## config.mk

```make
export PLATFORM = sky130hd
export DESIGN_NAME = tcmp_timer8
export DESIGN_NICKNAME = d
export VERILOG_FILES = /design/src/shared/tcmp_pkg.sv /design/src/rtl/tcmp_timer8.sv
export SDC_FILE = /design/constraint.sdc
export NUM_CORES = 1
export LEC_CHECK = 0
export BUFFER_PORTS_ARGS = -buffer_cell sky130_fd_sc_hd__buf_2
export CAP_MARGIN = 30
export CORE_MARGIN = 2
export CORE_UTILIZATION = 56
export CTS_BUF_LIST = sky130_fd_sc_hd__clkbuf_4
export DETAILED_ROUTE_END_ITERATION = 12
export PLACE_DENSITY_LB_ADDON = 0.25
export SYNTH_ARGS = -nofsm -noshare
export SYNTH_HDL_FRONTEND = slang
export SYNTH_SLANG_ARGS = --single-unit
```

## constraint.sdc

```tcl
create_clock -name clk -period 3.44 [get_ports clk]
set_input_delay 0.172 -clock clk [delete_from_list [all_inputs] [get_ports clk]]
set_output_delay 0.172 -clock clk [all_outputs]
set_load 0.1 [all_outputs]
```

## src/shared/tcmp_pkg.sv

```systemverilog
// constants and types for the 8-bit compare-output timer
package tcmp_pkg;

  // register byte offsets
  localparam logic [7:0] OFF_CONTROL = 8'h00;
  localparam logic [7:0] OFF_COUNT   = 8'h04;
  localparam logic [7:0] OFF_COMPARE = 8'h08;
  localparam logic [7:0] OFF_FLAGS   = 8'h0C;
  localparam logic [7:0] OFF_PIN     = 8'h10;

  // control field positions
  localparam int CTL_WAVE_LO  = 0;
  localparam int CTL_OUT_LO   = 2;
  localparam int CTL_CLK_LO   = 4;
  localparam int CTL_FORCE    = 7;
  // flag bit positions
  localparam int FLG_OVF      = 0;
  localparam int FLG_CMP      = 1;
  // pin register bit positions
  localparam int PIN_DATA     = 0;
  localparam int PIN_DIR      = 1;
  localparam int PIN_STATE    = 2;

  // counter extremes
  localparam logic [7:0] CNT_BOTTOM = 8'h00;
  localparam logic [7:0] CNT_MAX    = 8'hFF;

  // axi responses
  localparam logic [1:0] RESP_OKAY   = 2'h0;
  localparam logic [1:0] RESP_SLVERR = 2'h2;

  // prescaler width for divide by 1024
  localparam int PRE_W = 10;

  // waveform generation modes
  typedef enum logic [1:0] {
    WAVE_NORMAL = 2'h0,
    WAVE_PHASE  = 2'h1,
    WAVE_CLEAR  = 2'h2,
    WAVE_FAST   = 2'h3
  } tcmp_wave_e;

  // compare output actions in non-PWM modes
  typedef enum logic [1:0] {
    OUT_NONE   = 2'h0,
    OUT_TOGGLE = 2'h1,
    OUT_CLEAR  = 2'h2,
    OUT_SET    = 2'h3
  } tcmp_out_e;

  // control register contents
  typedef struct packed {
    logic [2:0] clockSelect;
    tcmp_out_e  compareOutputMode;
    tcmp_wave_e waveformMode;
  } tcmp_ctrl_s;

endpackage : tcmp_pkg

```

## src/rtl/tcmp_timer8.sv

```systemverilog
// 8-bit timer with compare output and AXI4-Lite registers
`timescale 1ns/1ps
`default_nettype none

module tcmp_timer8 #(
  parameter int ADDR_W = 8                     // byte address width
) (
  input  wire logic              clk,
  input  wire logic              rst,
  // axi4-lite write address
  input  wire logic [ADDR_W-1:0] s_axi_awaddr,
  input  wire logic              s_axi_awvalid,
  output var  logic              s_axi_awready,
  // axi4-lite write data
  input  wire logic [31:0]       s_axi_wdata,
  input  wire logic [3:0]        s_axi_wstrb,
  input  wire logic              s_axi_wvalid,
  output var  logic              s_axi_wready,
  // axi4-lite write response
  output var  logic [1:0]        s_axi_bresp,
  output var  logic              s_axi_bvalid,
  input  wire logic              s_axi_bready,
  // axi4-lite read address
  input  wire logic [ADDR_W-1:0] s_axi_araddr,
  input  wire logic              s_axi_arvalid,
  output var  logic              s_axi_arready,
  // axi4-lite read data
  output var  logic [31:0]       s_axi_rdata,
  output var  logic [1:0]        s_axi_rresp,
  output var  logic              s_axi_rvalid,
  input  wire logic              s_axi_rready,
  // interrupt service acknowledges
  input  wire logic              overflowServiced,
  input  wire logic              compareServiced,
  // flags for the interrupt controller
  output var  logic              overflowFlag,
  output var  logic              compareFlag,
  // compare pin drive
  output var  logic              comparePinOut,
  output var  logic              comparePinOe
);

  // software-visible state, plus the prescaler that cannot be read
  tcmp_pkg::tcmp_ctrl_s ctrl;                  // mode and clock selection
  logic [7:0]           counterValue;          // running count
  logic [7:0]           compareValue;          // unbuffered compare
  logic                 compareOutputState;    // internal output latch
  logic                 portData;              // general port value
  logic                 compareDirBit;         // pin direction bit
  logic [tcmp_pkg::PRE_W-1:0] prescale;        // free prescaler

  // bus decode
  logic       wrFire;                          // write taken
  logic       rdFire;                          // read taken
  logic [7:0] wrAddr;                          // write byte address
  logic [7:0] rdAddr;                          // read byte address
  logic       wrLow;                           // low byte enabled
  logic [7:0] wrByte;                          // low write byte

  // timer events
  logic timerClockEnable;                      // one tick
  logic match;                                 // count equals compare
  logic nonPwm;                                // normal or clear mode
  logic forceNow;                              // force strobe written
  logic ctrlWrite;                             // control written
  logic countWrite;                            // counter written
  logic flagWrite;                             // flags written
  logic pinWrite;                              // pin register written
  logic next_state;                            // next compare state
  logic next_pin;                              // next pin drive level
  tcmp_pkg::tcmp_out_e actMode;                // output action in use

  // mask selecting the prescaler bits for a clock select code
  function automatic logic [tcmp_pkg::PRE_W-1:0] divMask(
    input logic [2:0] sel
  );
    case (sel)
      3'h2:    divMask = 10'h007;              // divide by 8
      3'h3:    divMask = 10'h01F;              // divide by 32
      3'h4:    divMask = 10'h03F;              // divide by 64
      3'h5:    divMask = 10'h07F;              // divide by 128
      3'h6:    divMask = 10'h0FF;              // divide by 256
      3'h7:    divMask = 10'h3FF;              // divide by 1024
      default: divMask = 10'h000;              // divide by 1
    endcase
  endfunction : divMask

  // true when the byte address names a mapped register
  function automatic logic isMapped(input logic [7:0] a);
    isMapped = (a == tcmp_pkg::OFF_CONTROL) ||
               (a == tcmp_pkg::OFF_COUNT)   ||
               (a == tcmp_pkg::OFF_COMPARE) ||
               (a == tcmp_pkg::OFF_FLAGS)   ||
               (a == tcmp_pkg::OFF_PIN);
  endfunction : isMapped

  // true for the two non-PWM waveform modes
  function automatic logic isNonPwm(input tcmp_pkg::tcmp_wave_e w);
    isNonPwm = (w == tcmp_pkg::WAVE_NORMAL) ||
               (w == tcmp_pkg::WAVE_CLEAR);
  endfunction : isNonPwm

  // bus handshakes and strobes
  assign wrFire = s_axi_awvalid && s_axi_awready &&
                  s_axi_wvalid && s_axi_wready;
  assign rdFire = s_axi_arvalid && s_axi_arready;
  assign wrAddr = 8'(s_axi_awaddr);
  assign rdAddr = 8'(s_axi_araddr);
  assign wrLow  = s_axi_wstrb[0];
  assign wrByte = s_axi_wdata[7:0];
  assign ctrlWrite  = wrFire && wrLow && (wrAddr == tcmp_pkg::OFF_CONTROL);
  assign countWrite = wrFire && wrLow && (wrAddr == tcmp_pkg::OFF_COUNT);
  assign flagWrite  = wrFire && wrLow && (wrAddr == tcmp_pkg::OFF_FLAGS);
  assign pinWrite   = wrFire && wrLow && (wrAddr == tcmp_pkg::OFF_PIN);

  // tick generation; select zero stops the timer
  assign timerClockEnable = (ctrl.clockSelect != 3'h0) &&
    ((prescale & divMask(ctrl.clockSelect)) ==
      divMask(ctrl.clockSelect));

  // comparator and mode class
  assign match  = (counterValue == compareValue);
  assign nonPwm = isNonPwm(ctrl.waveformMode);
  // force judged against the modes carried in the same control write
  assign forceNow = ctrlWrite && wrByte[tcmp_pkg::CTL_FORCE] &&
    isNonPwm(tcmp_pkg::tcmp_wave_e'(wrByte[tcmp_pkg::CTL_WAVE_LO +: 2]));
  // a force applies the newly written action, a match the stored one
  assign actMode = forceNow ?
    tcmp_pkg::tcmp_out_e'(wrByte[tcmp_pkg::CTL_OUT_LO +: 2]) :
    ctrl.compareOutputMode;

  // write address and data accepted together, one at a time
  always_ff @(posedge clk) begin
    if (rst) begin
      s_axi_awready <= 1'b0;
      s_axi_wready  <= 1'b0;
    end else if (!s_axi_awready && !s_axi_bvalid &&
                 s_axi_awvalid && s_axi_wvalid) begin
      s_axi_awready <= 1'b1;                   // accept both next edge
      s_axi_wready  <= 1'b1;
    end else begin
      s_axi_awready <= 1'b0;                   // one-cycle ready
      s_axi_wready  <= 1'b0;
    end
  end

  // write response
  always_ff @(posedge clk) begin
    if (rst) begin
      s_axi_bvalid <= 1'b0;
      s_axi_bresp  <= tcmp_pkg::RESP_OKAY;
    end else if (wrFire) begin
      s_axi_bvalid <= 1'b1;
      s_axi_bresp  <= isMapped(wrAddr) ? tcmp_pkg::RESP_OKAY
                                       : tcmp_pkg::RESP_SLVERR;
    end else if (s_axi_bready) begin
      s_axi_bvalid <= 1'b0;                    // response taken
    end
  end

  // read address ready
  always_ff @(posedge clk) begin
    if (rst) begin
      s_axi_arready <= 1'b0;
    end else begin
      s_axi_arready <= !s_axi_arready && !s_axi_rvalid && s_axi_arvalid;
    end
  end

  // read data mux
  always_ff @(posedge clk) begin
    if (rst) begin
      s_axi_rvalid <= 1'b0;
      s_axi_rdata  <= 32'h0000_0000;
      s_axi_rresp  <= tcmp_pkg::RESP_OKAY;
    end else if (rdFire) begin
      s_axi_rvalid <= 1'b1;
      s_axi_rresp  <= isMapped(rdAddr) ? tcmp_pkg::RESP_OKAY
                                       : tcmp_pkg::RESP_SLVERR;
      case (rdAddr)
        tcmp_pkg::OFF_CONTROL: s_axi_rdata <= {25'h0, 7'(ctrl)};
        tcmp_pkg::OFF_COUNT:   s_axi_rdata <= {24'h0, counterValue};
        tcmp_pkg::OFF_COMPARE: s_axi_rdata <= {24'h0, compareValue};
        tcmp_pkg::OFF_FLAGS:
          s_axi_rdata <= {30'h0, compareFlag, overflowFlag};
        tcmp_pkg::OFF_PIN:
          s_axi_rdata <= {29'h0, compareOutputState, compareDirBit,
                          portData};
        default:               s_axi_rdata <= 32'h0000_0000;
      endcase
    end else if (s_axi_rready) begin
      s_axi_rvalid <= 1'b0;                    // data taken
    end
  end

  // control register; new output mode used from next match on
  always_ff @(posedge clk) begin
    if (rst) begin
      ctrl <= '0;
    end else if (ctrlWrite) begin
      ctrl <= tcmp_pkg::tcmp_ctrl_s'(wrByte[6:0]);
    end
  end

  // unbuffered compare value
  always_ff @(posedge clk) begin
    if (rst) begin
      compareValue <= tcmp_pkg::CNT_BOTTOM;
    end else if (wrFire && wrLow && (wrAddr == tcmp_pkg::OFF_COMPARE)) begin
      compareValue <= wrByte;
    end
  end

  // free-running prescaler
  always_ff @(posedge clk) begin
    if (rst) begin
      prescale <= '0;
    end else begin
      prescale <= prescale + 1'b1;
    end
  end

  // counter: software write first, then mode-driven counting
  always_ff @(posedge clk) begin
    if (rst) begin
      counterValue <= tcmp_pkg::CNT_BOTTOM;
    end else if (countWrite) begin
      counterValue <= wrByte;
    end else if (timerClockEnable) begin
      // only the waveform mode and a compare match steer counting
      if (ctrl.waveformMode == tcmp_pkg::WAVE_CLEAR && match) begin
        counterValue <= tcmp_pkg::CNT_BOTTOM;
      end else begin
        counterValue <= counterValue + 8'h01;
      end
    end
  end

  // overflow flag: set on max to zero in the non-PWM modes only, set beats clear
  always_ff @(posedge clk) begin
    if (rst) begin
      overflowFlag <= 1'b0;
    end else if (timerClockEnable && nonPwm && !countWrite &&
                 counterValue == tcmp_pkg::CNT_MAX) begin
      overflowFlag <= 1'b1;
    end else if (overflowServiced ||
                 (flagWrite && wrByte[tcmp_pkg::FLG_OVF])) begin
      overflowFlag <= 1'b0;
    end
  end

  // compare flag: set on the tick after a match
  always_ff @(posedge clk) begin
    if (rst) begin
      compareFlag <= 1'b0;
    end else if (timerClockEnable && match) begin
      compareFlag <= 1'b1;
    end else if (compareServiced ||
                 (flagWrite && wrByte[tcmp_pkg::FLG_CMP])) begin
      compareFlag <= 1'b0;
    end
  end

  // next compare-output state for a match or a force strobe
  always_comb begin
    next_state = compareOutputState;
    if (forceNow || (timerClockEnable && match && nonPwm)) begin
      unique case (actMode)
        tcmp_pkg::OUT_NONE:   next_state = compareOutputState;
        tcmp_pkg::OUT_TOGGLE: next_state = !compareOutputState;
        tcmp_pkg::OUT_CLEAR:  next_state = 1'b0;
        tcmp_pkg::OUT_SET:    next_state = 1'b1;
      endcase
    end
  end

  // compare-output state; software preset wins for initialising
  always_ff @(posedge clk) begin
    if (rst) begin
      compareOutputState <= 1'b0;
    end else if (pinWrite) begin
      compareOutputState <= wrByte[tcmp_pkg::PIN_STATE];
    end else begin
      compareOutputState <= next_state;
    end
  end

  // general port value and direction bit
  always_ff @(posedge clk) begin
    if (rst) begin
      portData      <= 1'b0;
      compareDirBit <= 1'b0;
    end else if (pinWrite) begin
      portData      <= wrByte[tcmp_pkg::PIN_DATA];
      compareDirBit <= wrByte[tcmp_pkg::PIN_DIR];
    end
  end

  // pin source: override depends only on the output mode
  always_comb begin
    if (ctrl.compareOutputMode != tcmp_pkg::OUT_NONE) begin
      next_pin = compareOutputState;
    end else begin
      next_pin = portData;
    end
  end

  // registered pin drive; enable follows direction bit only
  always_ff @(posedge clk) begin
    if (rst) begin
      comparePinOut <= 1'b0;
      comparePinOe  <= 1'b0;
    end else begin
      comparePinOut <= next_pin;
      comparePinOe  <= compareDirBit;
    end
  end

endmodule : tcmp_timer8

`default_nettype wire

```

==> out/qor.csv, run 1 <==
metric,value,unit
worst_slew_pin_slew,0.991,ns
setup-tns-final,0,ns
synth_edf_count,0,
cts_tree,built,
final_nets,457,
setup_viol,0,
gp_congestion,0.840,
synth-main-ff-cell,dfxtp_1,
drv_cap,0,
postCtsSetupBuffers,0,
power.leakage,0.00136,uW
vias,2575,
post-route-drc-count,0,
grt_max_degree,57,
yosysTopAreaCell,dfxtp_1,
synth_seq_cells,54,
drive_gt1_share,19.8,%
die-area,5900,um^2
cp.arrival,2.54,ns
placedInstanceArea,3160,um^2
row_count,26,
slew_headroom,34.0,%
hold_viol,0,
hold_end,s_axi_wready$_SDFF_PP0_,
synth_top_area_share,36.4,%
reg2reg_depth,6,
rsz0062_at_grt,false,
cp.required,3.67,ns
outcome,finished clean,
yosys-top-cells-count,"54 x dfxtp_1, 42 x nor2_1, 28 x buf_4",
powerDensity,353,nW/um^2
nFillCells,471,
clock.fmax,0.431,GHz
num_antenna_cells,0,
die_h,76.8,um
utilization,62.8,%
ant_nets,0,
crit_fanout,12,
track_usage,22.8,%
skew,0.00838,ns
antenna_found_initial,0,
min_from,s_axi_awvalid,
dpl.hpwl,4.80,mm
path_clk_slew,0.14,ns
drt-total-wl,6.50,mm
synth_area_per_cell,8.51,um^2
synth.yosys.seq_area_share,36.4,%
r2r_end,compareValue[5]$_SDFFE_PP0P_,
criticalPathCategory,register to register,
synth_most_common_cell,dfxtp_1,
area_growth,8.00,%
final_max_slew_viol_count,0,
synth_area,2970,um^2
gr-total-overflow,0,
cts_root_buf,clkbuf_4,
min_path_type,primary input to register,
whs,0.0316,ns
netlist_instances,349,
dp_cells,457,
vdd_drop_max,0.198,mV
critPathLaunchType,register,
grt_pass1_vias,2366,
dieWidth,76.8,um
clk_latency,0.37,ns
yosysWarningCount,0,
synth_cell_types,50,
period_needed,2.32,ns
drt-wirelength-per-cell,14.0,um
design.core.area,5110,um^2
design_area,3210,um^2
dr.pass1.iters,5,
fin_crit_sh,67.4,%
vias_per_cell,5.55,
portBuffers,52,
io_pins,106,
whs_path_depth,3,
endpoint_kind,register,
instances_no_fill,464,
initial_core_util,58.2,%
synth_area_leaders,"dfxtp_1 36%, buf_4 7.1%, mux2i_1 5.4%",
cts_resized,0,
numCtsBuffers,5,
grt_first_pass_wirelength,11.0,mm
cts_sinks,54,
reg2reg_from,s_axi_wready$_SDFF_PP0_,
cts_hold_buf,0,
crit_start,s_axi_wready$_SDFF_PP0_,
htreeDepth,2,
reg2reg_slack,1.12,ns
synthArstFlopShare,0,%
drt_iter0_drc,188,
clock_path_buffers,2,
[critical path, cell delays in order (launching register included)]
cell and delay [ns]:
dfxtp_1 0.42, and4_1 0.32, nor2b_1 0.18, and2_1 0.39, nand3b_1 0.51, mux2i_1 0.29
nor2_1 0.06
[per-stage QoR]
step / worst slack (ns) / power [uW]
global route: 0.903 / 1180
CTS: 1.15 / 1140
finish: 1.12 / 1130
global placement: 1.20 / 866
detailed placement: 1.18 / 867
floorplan: 1.09 / 853
[per-layer routing]
metal	wire length, um	part of all wire (%)	up-vias	track usage [%]
li1	-	-	1278	-
met1	3010	46	1187	31.4
met5	0	0	-	0
met2	2990	46	101	35.6
met4	81	1.2	0	8.00
met3	414	6.4	9	4.24
[worst max-delay path by stage]
stage                                    to  slack (ns)
2_1_floorplan      compareFlag$_SDFFE_PP0P_        1.09
3_3_place_gp   compareValue[0]$_SDFFE_PP0P_        1.20
3_5_place_dp   compareValue[3]$_SDFFE_PP0P_        1.18
4_1_cts        compareValue[5]$_SDFFE_PP0P_        1.15
5_1_grt        compareValue[5]$_SDFFE_PP0P_        0.90
6_report       compareValue[5]$_SDFFE_PP0P_        1.12
[logic make-up (layout without fill, tap and decap cells)]
| group | count (synthesis) | in the layout | share of synthesized area [%] |
|---|---|---|---|
| buffers and inverters | 45 | 65 | 9.39 |
| other | 1 | 26 | 0.126 |
| flip-flops | 54 | 54 | 36.4 |
| multiplexers | 18 | 18 | 6.91 |
| XOR/XNOR | 14 | 14 | 4.13 |
| AND/OR/NAND/NOR | 152 | 152 | 28.1 |
| adder cells (fa/ha/maj) | 2 | 2 | 0.842 |
| AO/OA/AOI/OAI | 63 | 63 | 14.2 |
[flip-flops by register name (all words and copies together) (netlist names), 7 cells and up]
| name | cells |
|---|---|
| compareValue | 8 |
| prescale | 10 |
| ctrl | 7 |
| counterValue | 8 |
| s_axi_rdata | 8 |
[report_power, final]
part	switching [uW]	internal, uW
clock network	185	93.4
registers	5.34	631
logic	190	28.3
[cell type report]
class                      instances  area, um^2  share of cell area (%)
timing repair buffer              52         260                    8.11
inverter                           6        22.5                   0.702
tap                               70        87.6                    2.73
multi-input combinational        275        1700                    53.1
clock buffer                       7        52.6                    1.64
sequential                        54        1080                    33.7
[cell usage in the layout, fill, tap and decap left out, types with 3 or more instances in the layout]
cell type,instances
nand3_1,18
xnor2_1,11
conb_1,26
a22oi_1,4
nand2_1,27
a221oi_2,5
clkbuf_4,7
nor2b_1,12
nand3b_1,3
nor3_1,11
inv_1,6
o21ai_1,8
dfxtp_1,54
o21ai_0,13
xor2_1,3
nand2b_1,3
nor2_1,42
mux2i_1,16
and3_1,7
buf_2,52
a211oi_1,3
nand4_1,6
a21oi_1,19
(Power assumes the default switching activity.)
==> inputs of run 2 (changes only) <==
- ABC_AREA: not set -> 1
- CORE_UTILIZATION: 56 -> 52
- clock period: 3.44 -> 2.4 ns (I/O delays scaled with it)
==> out/qor.csv, run 2 <==
metric,value,unit,change
reg2reg_slack,0.55,ns,-0.57 ns
yosys-top-cells-count,"105 x nand2_1, 55 x inv_1, 54 x dfxtp_1",,
design.core.area,5570,um^2,+9.1%
dpl.hpwl,5.14,mm,+7.1%
path_cells,nand3_2 > nor2_8 > nand3_1 > o21ai_0 > a21oi_1,,
grtUsageMet1,28.5,%,-2.9 points
period_needed,1.85,ns,-0.473 ns
yosysWarningCount,0,,unchanged
cp.required,2.65,ns,-1.02 ns
numCtsBuffers,5,,unchanged
synth_area,3040,um^2,+2.3%
synth-simple-area-share,30.4,%,+2.4 points
grt_max_degree,29,,-49%
layout_common_cells,"105 x nand2_1, 55 x inv_1, 54 x dfxtp_1",,
synth-main-ff-cell,dfxtp_1,,
row_count,27,,+3.8%
hold_viol,0,,unchanged
outcome,finished clean,,
critical_path_buf_inv_count,0,,unchanged
synthMuxAreaShare,0,%,-6.9 points
drt-total-wl,7.03,mm,+8.2%
gp_congestion,0.899,,+7.1%
regArea,1080,um^2,unchanged
num_antenna_cells,0,,unchanged
grt_pass1_vias,2713,,+15%
vias,2943,,+14%
netlist_instances,438,,+26%
fin_crit_sh,76.9,%,+9.5 points
io_pins,106,,unchanged
power.leakage,0.00148,uW,+8.9%
min_path_type,primary input to register,,
powerDensity,492,nW/um^2,+39%
multi_input_area,1590,um^2,-6.9%
endpoint_kind,register,,
drv_cap,0,,unchanged
crit_fanout,16,,+4
cts_root_buf,clkbuf_4,,
synth_area_leaders,"dfxtp_1 36%, nand2_1 13%, inv_1 6.8%",,
worst_slew_pin_slew,0.798,ns,-0.193 ns
track_usage,23.0,%,+0.25 points
antenna_found_initial,0,,unchanged
cts_tree,built,,
htreeDepth,2,,unchanged
criticalPathCategory,register to register,,
cpMaxStageDelayCell,nand3_1,,
largest_reg_flops,10,,unchanged
synth_top_area_share,35.6,%,-0.81 points
vias_per_cell,5.16,,-7.0%
cpLargestDelayFamily,simple AND/OR/NAND/NOR gates,,
nFillCells,554,,+18%
synth_area_per_cell,6.94,um^2,-19%
top_register,prescale,,
synth_seq_cells,54,,unchanged
slew_headroom,46.8,%,+13 points
area_growth,11.8,%,
drt-wirelength-per-cell,12.3,um,-12%
path_clk_slew,0.16,ns,+0.02 ns
dr.pass1.iters,5,,unchanged
dieWidth,80.4,um,+4.7%
portBuffers,52,,unchanged
busiest_layer,met2,,
synth_xor_area_share,1.15,%,-3.0 points
synth.yosys.seq_area_share,35.6,%,-0.81 points
clk_latency,0.38,ns,about the same
clock_path_buffers,2,,unchanged
met2_usage,40.3,%,+4.7 points
clock.fmax,0.542,GHz,+26%
synth_cell_types,37,,-26%
setup_viol,0,,unchanged
grt_util_met3,4.72,%,+0.48 points
die-area,6470,um^2,+9.6%
die_h,80.4,um,+4.7%
final_max_slew_viol_count,0,,unchanged
layout_commonest_cell,nand2_1,,
finalPower,1670,uW,+48%
final_nets,560,,+23%
synth_most_common_cell,nand2_1,,
drt_iter0_drc,144,,-23%
ant_nets,0,,unchanged
gr-total-overflow,0,,unchanged
yosysTopAreaCell,dfxtp_1,,
synthArstFlopShare,0,%,unchanged
synth_fa_ha_area_share,0.824,%,-0.019 points
initial_core_util,54.5,%,-3.7 points
cts_resized,0,,unchanged
synth_top_family_by_area,simple AND/OR/NAND/NOR gates,,
grt_first_pass_wirelength,11.8,mm,+6.5%
skew,0.0148,ns,+0.00642 ns
rsz0062_at_grt,false,,
synth_compound_area_share,16.6,%,+2.4 points
cts_sinks,54,,unchanged
drive_gt1_share,17.3,%,-2.5 points
post-route-drc-count,0,,unchanged
cp.arrival,2.10,ns,-0.44 ns
setup-tns-final,0,ns,unchanged
synth_edf_count,0,,unchanged
critPathLaunchType,register,,
vdd_drop_max,0.263,mV,+33%
slowest_delay,0.48,ns,-0.03 ns
[run 2: changes by cell type in the layout (fill, tap and decap cells not counted), sizes merged, moves of 6 or more]
cell	previous run	this run
nand2	27	108
inv	6	59
a21oi	19	40
mux2i	16	0
o21ai	21	36
nor2b	12	0
xnor2	11	0
dlygate4sd3	0	9
a221oi	7	0
and3	7	1
[run 2: per-stage QoR]
| step | cell area (um^2) | hold WS [ns] | worst slack [ns] | std cells | util (%) |
|---|---|---|---|---|---|
| finish | 3400 | 0.0202 | 0.555 | 570 | 60.9 |
| global route | 3400 | 0.0142 | 0.393 | 570 | 60.9 |
| CTS | 3400 | 0.000321 | 0.564 | 570 | 60.9 |
| detailed placement | 3250 | 0.372 | 0.606 | 553 | 58.2 |
| global placement | 3250 | 0.363 | 0.712 | 553 | 58.2 |
| floorplan | 3130 | 0.239 | 0.165 | 463 | - |
[run 2: final timing paths]
kind | startpoint | to | depth (start not counted)
max reg2reg | s_axi_wready$_SDFF_PP0_ | compareValue[0]$_SDFFE_PP0P_ | 5
min reg2reg | s_axi_arready$_SDFF_PP0_ | s_axi_arready$_SDFF_PP0_ | 1
max | s_axi_wready$_SDFF_PP0_ | compareValue[0]$_SDFFE_PP0P_ | 5
min | overflowServiced | overflowFlag$_SDFFE_PP0P_ | 4
[run 2: layout make-up]
type | instances | share of cell area [%]
Clock buffer | 6 | 1.33
Clock inverter | 2 | 0.405
Inverter | 59 | 6.52
Multi-Input combinational cell | 315 | 46.7
Sequential cell | 54 | 31.8
Tap cell | 72 | 2.65
Timing Repair Buffer | 62 | 10.5
[run 2: cell families (layout without fill, tap and decap cells)]
kind of cell / Yosys count / after routing
flops: 54 / 54
compound gates: 92 / 92
fa+ha+maj: 2 / 2
other cells: 1 / 26
buf+inv: 94 / 129
xor+xnor: 4 / 4
simple gates: 191 / 191
[run 2: where the power goes]
| part | leakage, uW | internal (uW) | total [uW] | switching [uW] |
|---|---|---|---|---|
| registers | 0.000436 | 907 | 913 | 6.34 |
| logic | 0.00101 | 50.6 | 342 | 292 |
| clock network | 0.0000356 | 127 | 416 | 289 |
| total | 0.00148 | 1080 | 1670 | 587 |
[run 2: repair_timing]
| action | in CTS | in global routing |
|---|---|---|
| buffers inserted | 0 | 0 |
| hold buffers | 9 | 0 |
| endpoints found under the hold margin | 8 | 0 |
[run 2: layer usage]
layer  part of all wire (%)  wire (um)
met2                     49       3450
met3                    6.1        430
met4                    1.0         73
met1                     44       3080
met5                      0          0
[run 2: worst register-to-register path, stage by stage (launching register included)]
cell	delay [ns]
dfxtp_1	0.41
nand3_2	0.18
nor2_8	0.19
nand3_1	0.48
o21ai_0	0.38
a21oi_1	0.07
==> inputs of run 3 (changes only) <==
- clock period: 2.4 -> 1.8 ns (I/O delays scaled with it)
==> out/qor.csv, run 3 (synthesis gave the netlist of run 2 again) <==
metric,value,unit,change
outcome,finished clean,,
cp.required,2.11,ns,-0.54 ns
min_path_type,primary input to register,,
htreeDepth,2,,unchanged
track_usage,23.3,%,+0.26 points
setup_viol,0,,unchanged
criticalPathCategory,register to register,,
period_needed,1.56,ns,-0.280 ns
endpoint_kind,register,,
gr-total-overflow,0,,unchanged
crit_start,counterValue[1]$_SDFFE_PP0P_,,
dp_cells,556,,+0.54%
area_growth,14.1,%,
dpl.hpwl,5.11,mm,-0.51%
drt-total-wl,7.04,mm,+0.14%
die_h,80.4,um,unchanged
fin_crit_sh,86.9,%,+10 points
grt_pass1_vias,2682,,-1.1%
powerDensity,642,nW/um^2,+31%
skew,0.0154,ns,+0.000587 ns
clock_path_buffers,2,,unchanged
gp_congestion,0.910,,+1.2%
highest_layer,met4,,
grt_max_degree,29,,unchanged
multi_input_area,1590,um^2,+0.16%
row_count,27,,unchanged
clock.fmax,0.639,GHz,+18%
initial_core_util,54.5,%,unchanged
clk_latency,0.38,ns,about the same
die-area,6470,um^2,unchanged
final_nets,567,,+1.3%
critPathLaunchType,register,,
cpLargestDelayFamily,flip-flops,,
drt-wirelength-per-cell,12.2,um,-1.1%
reg2reg_slack,0.24,ns,-0.32 ns
slowest_delay,0.46,ns,-0.02 ns
final_max_slew_viol_count,0,,unchanged
post-route-drc-count,0,,unchanged
portBuffers,52,,unchanged
layout_common_cells,"104 x nand2_1, 55 x inv_1, 52 x buf_2",,
wl_met1,3.15,mm,+2.5%
rsz0062_at_grt,false,,
design.core.area,5570,um^2,unchanged
nFillCells,554,,unchanged
regArea,1090,um^2,+0.93%
io_pins,106,,unchanged
cts_tree,built,,
top_register,prescale,,
path_cells,ha_1 > nand2_1 > inv_1 > nand2_1 > nor3_2 > xor2_1 > nand3_1 > a31oi_1,,
vias_per_cell,5.04,,-2.4%
dr.pass1.iters,6,,+1
drive_gt1_share,19.2,%,+1.9 points
vdd_drop_max,0.350,mV,+33%
finalPower,2230,uW,+33%
cpMaxStageDelayCell,dfxtp_1,,
num_antenna_cells,0,,unchanged
layout_commonest_cell,nand2_1,,
vias,2909,,-1.2%
grt_first_pass_wirelength,11.8,mm,+0.71%
instances_no_fill,577,,+1.2%
largest_reg_flops,10,,unchanged
ant_nets,0,,unchanged
cts_root_buf,clkbuf_4,,
reg2reg_from,counterValue[1]$_SDFFE_PP0P_,,
cts_sinks,54,,unchanged
met3_wirelength,386,um,-10%
met2_length,3.41,mm,-1.1%
min_from,s_axi_wdata[0],,
drt_iter0_drc,135,,-6.3%
power.leakage,0.00152,uW,+2.1%
postCtsSetupBuffers,0,,unchanged
crit_fanout,6,,-10
drv_cap,0,,unchanged
critical_path_buf_inv_count,1,,+1
numCtsBuffers,5,,unchanged
cpMostUsedCell,nand2_1,,
dieWidth,80.4,um,unchanged
cp.arrival,1.87,ns,-0.23 ns
antenna_found_initial,0,,unchanged
path_clk_slew,0.16,ns,about the same
hold_viol,0,,unchanged
==> run 3: cell types whose count changed in the layout (fill, tap and decap cells not counted), sizes merged <==
cell	previous run	this run
dlygate4sd3	9	13
buf	53	56
==> run 3: layout make-up <==
type / count / area share, %
multi-input cells: 315 / 45.8
flip-flops and latches: 54 / 31.5
repair buffers: 69 / 12.1
inverters: 59 / 6.39
well taps: 72 / 2.60
clock buffers: 6 / 1.30
clock inverters: 2 / 0.253
==> run 3: where the power goes <==
part | leakage (uW) | internal (uW) | switching, uW
logic | 0.00104 | 74.6 | 389
clock network | 0.0000331 | 163 | 382
registers | 0.000440 | 1210 | 8.43
==> run 3: worst min-delay path, stage by stage <==
cell and delay [ns]:
buf_2 0.10, o21ai_0 0.09, a21oi_1 0.11
==> run 3: timing repair <==
action                                  in CTS  in global routing
hold buffers                                13                  0
gates resized for setup                      0                  7
hold endpoints to repair                    16                  0
endpoints found under the setup margin       0                  5
==> run 3: final timing paths <==
kind | cells after the start | endpoint
setup / recovery | 8 | counterValue[6]$_SDFFE_PP0P_
hold / removal | 3 | compareValue[0]$_SDFFE_PP0P_
setup reg to reg | 8 | counterValue[6]$_SDFFE_PP0P_
hold reg to reg | 1 | s_axi_arready$_SDFF_PP0_
==> run 3: stage by stage <==
stage	hold WS (ns)	area [um^2]	TNS [ns]	utilization [%]	worst slack, ns
after floorplan	0.202	3130	-0.0398	-	-0.0398
after global placement	0.326	3270	0	58.7	0.226
after detailed placement	0.331	3270	0	58.7	0.225
after CTS	0.0280	3460	0	62.0	0.176
after global routing	0.0490	3470	0	62.2	0.0117
final	0.0252	3470	0	62.2	0.235
==> run 3: per-layer routing <==
layer  track usage [%]  vias up
li1                  -     1505
met1              28.5     1310
met2              41.8       83
met3              4.27       11
met4              5.93        0
met5                 0        -
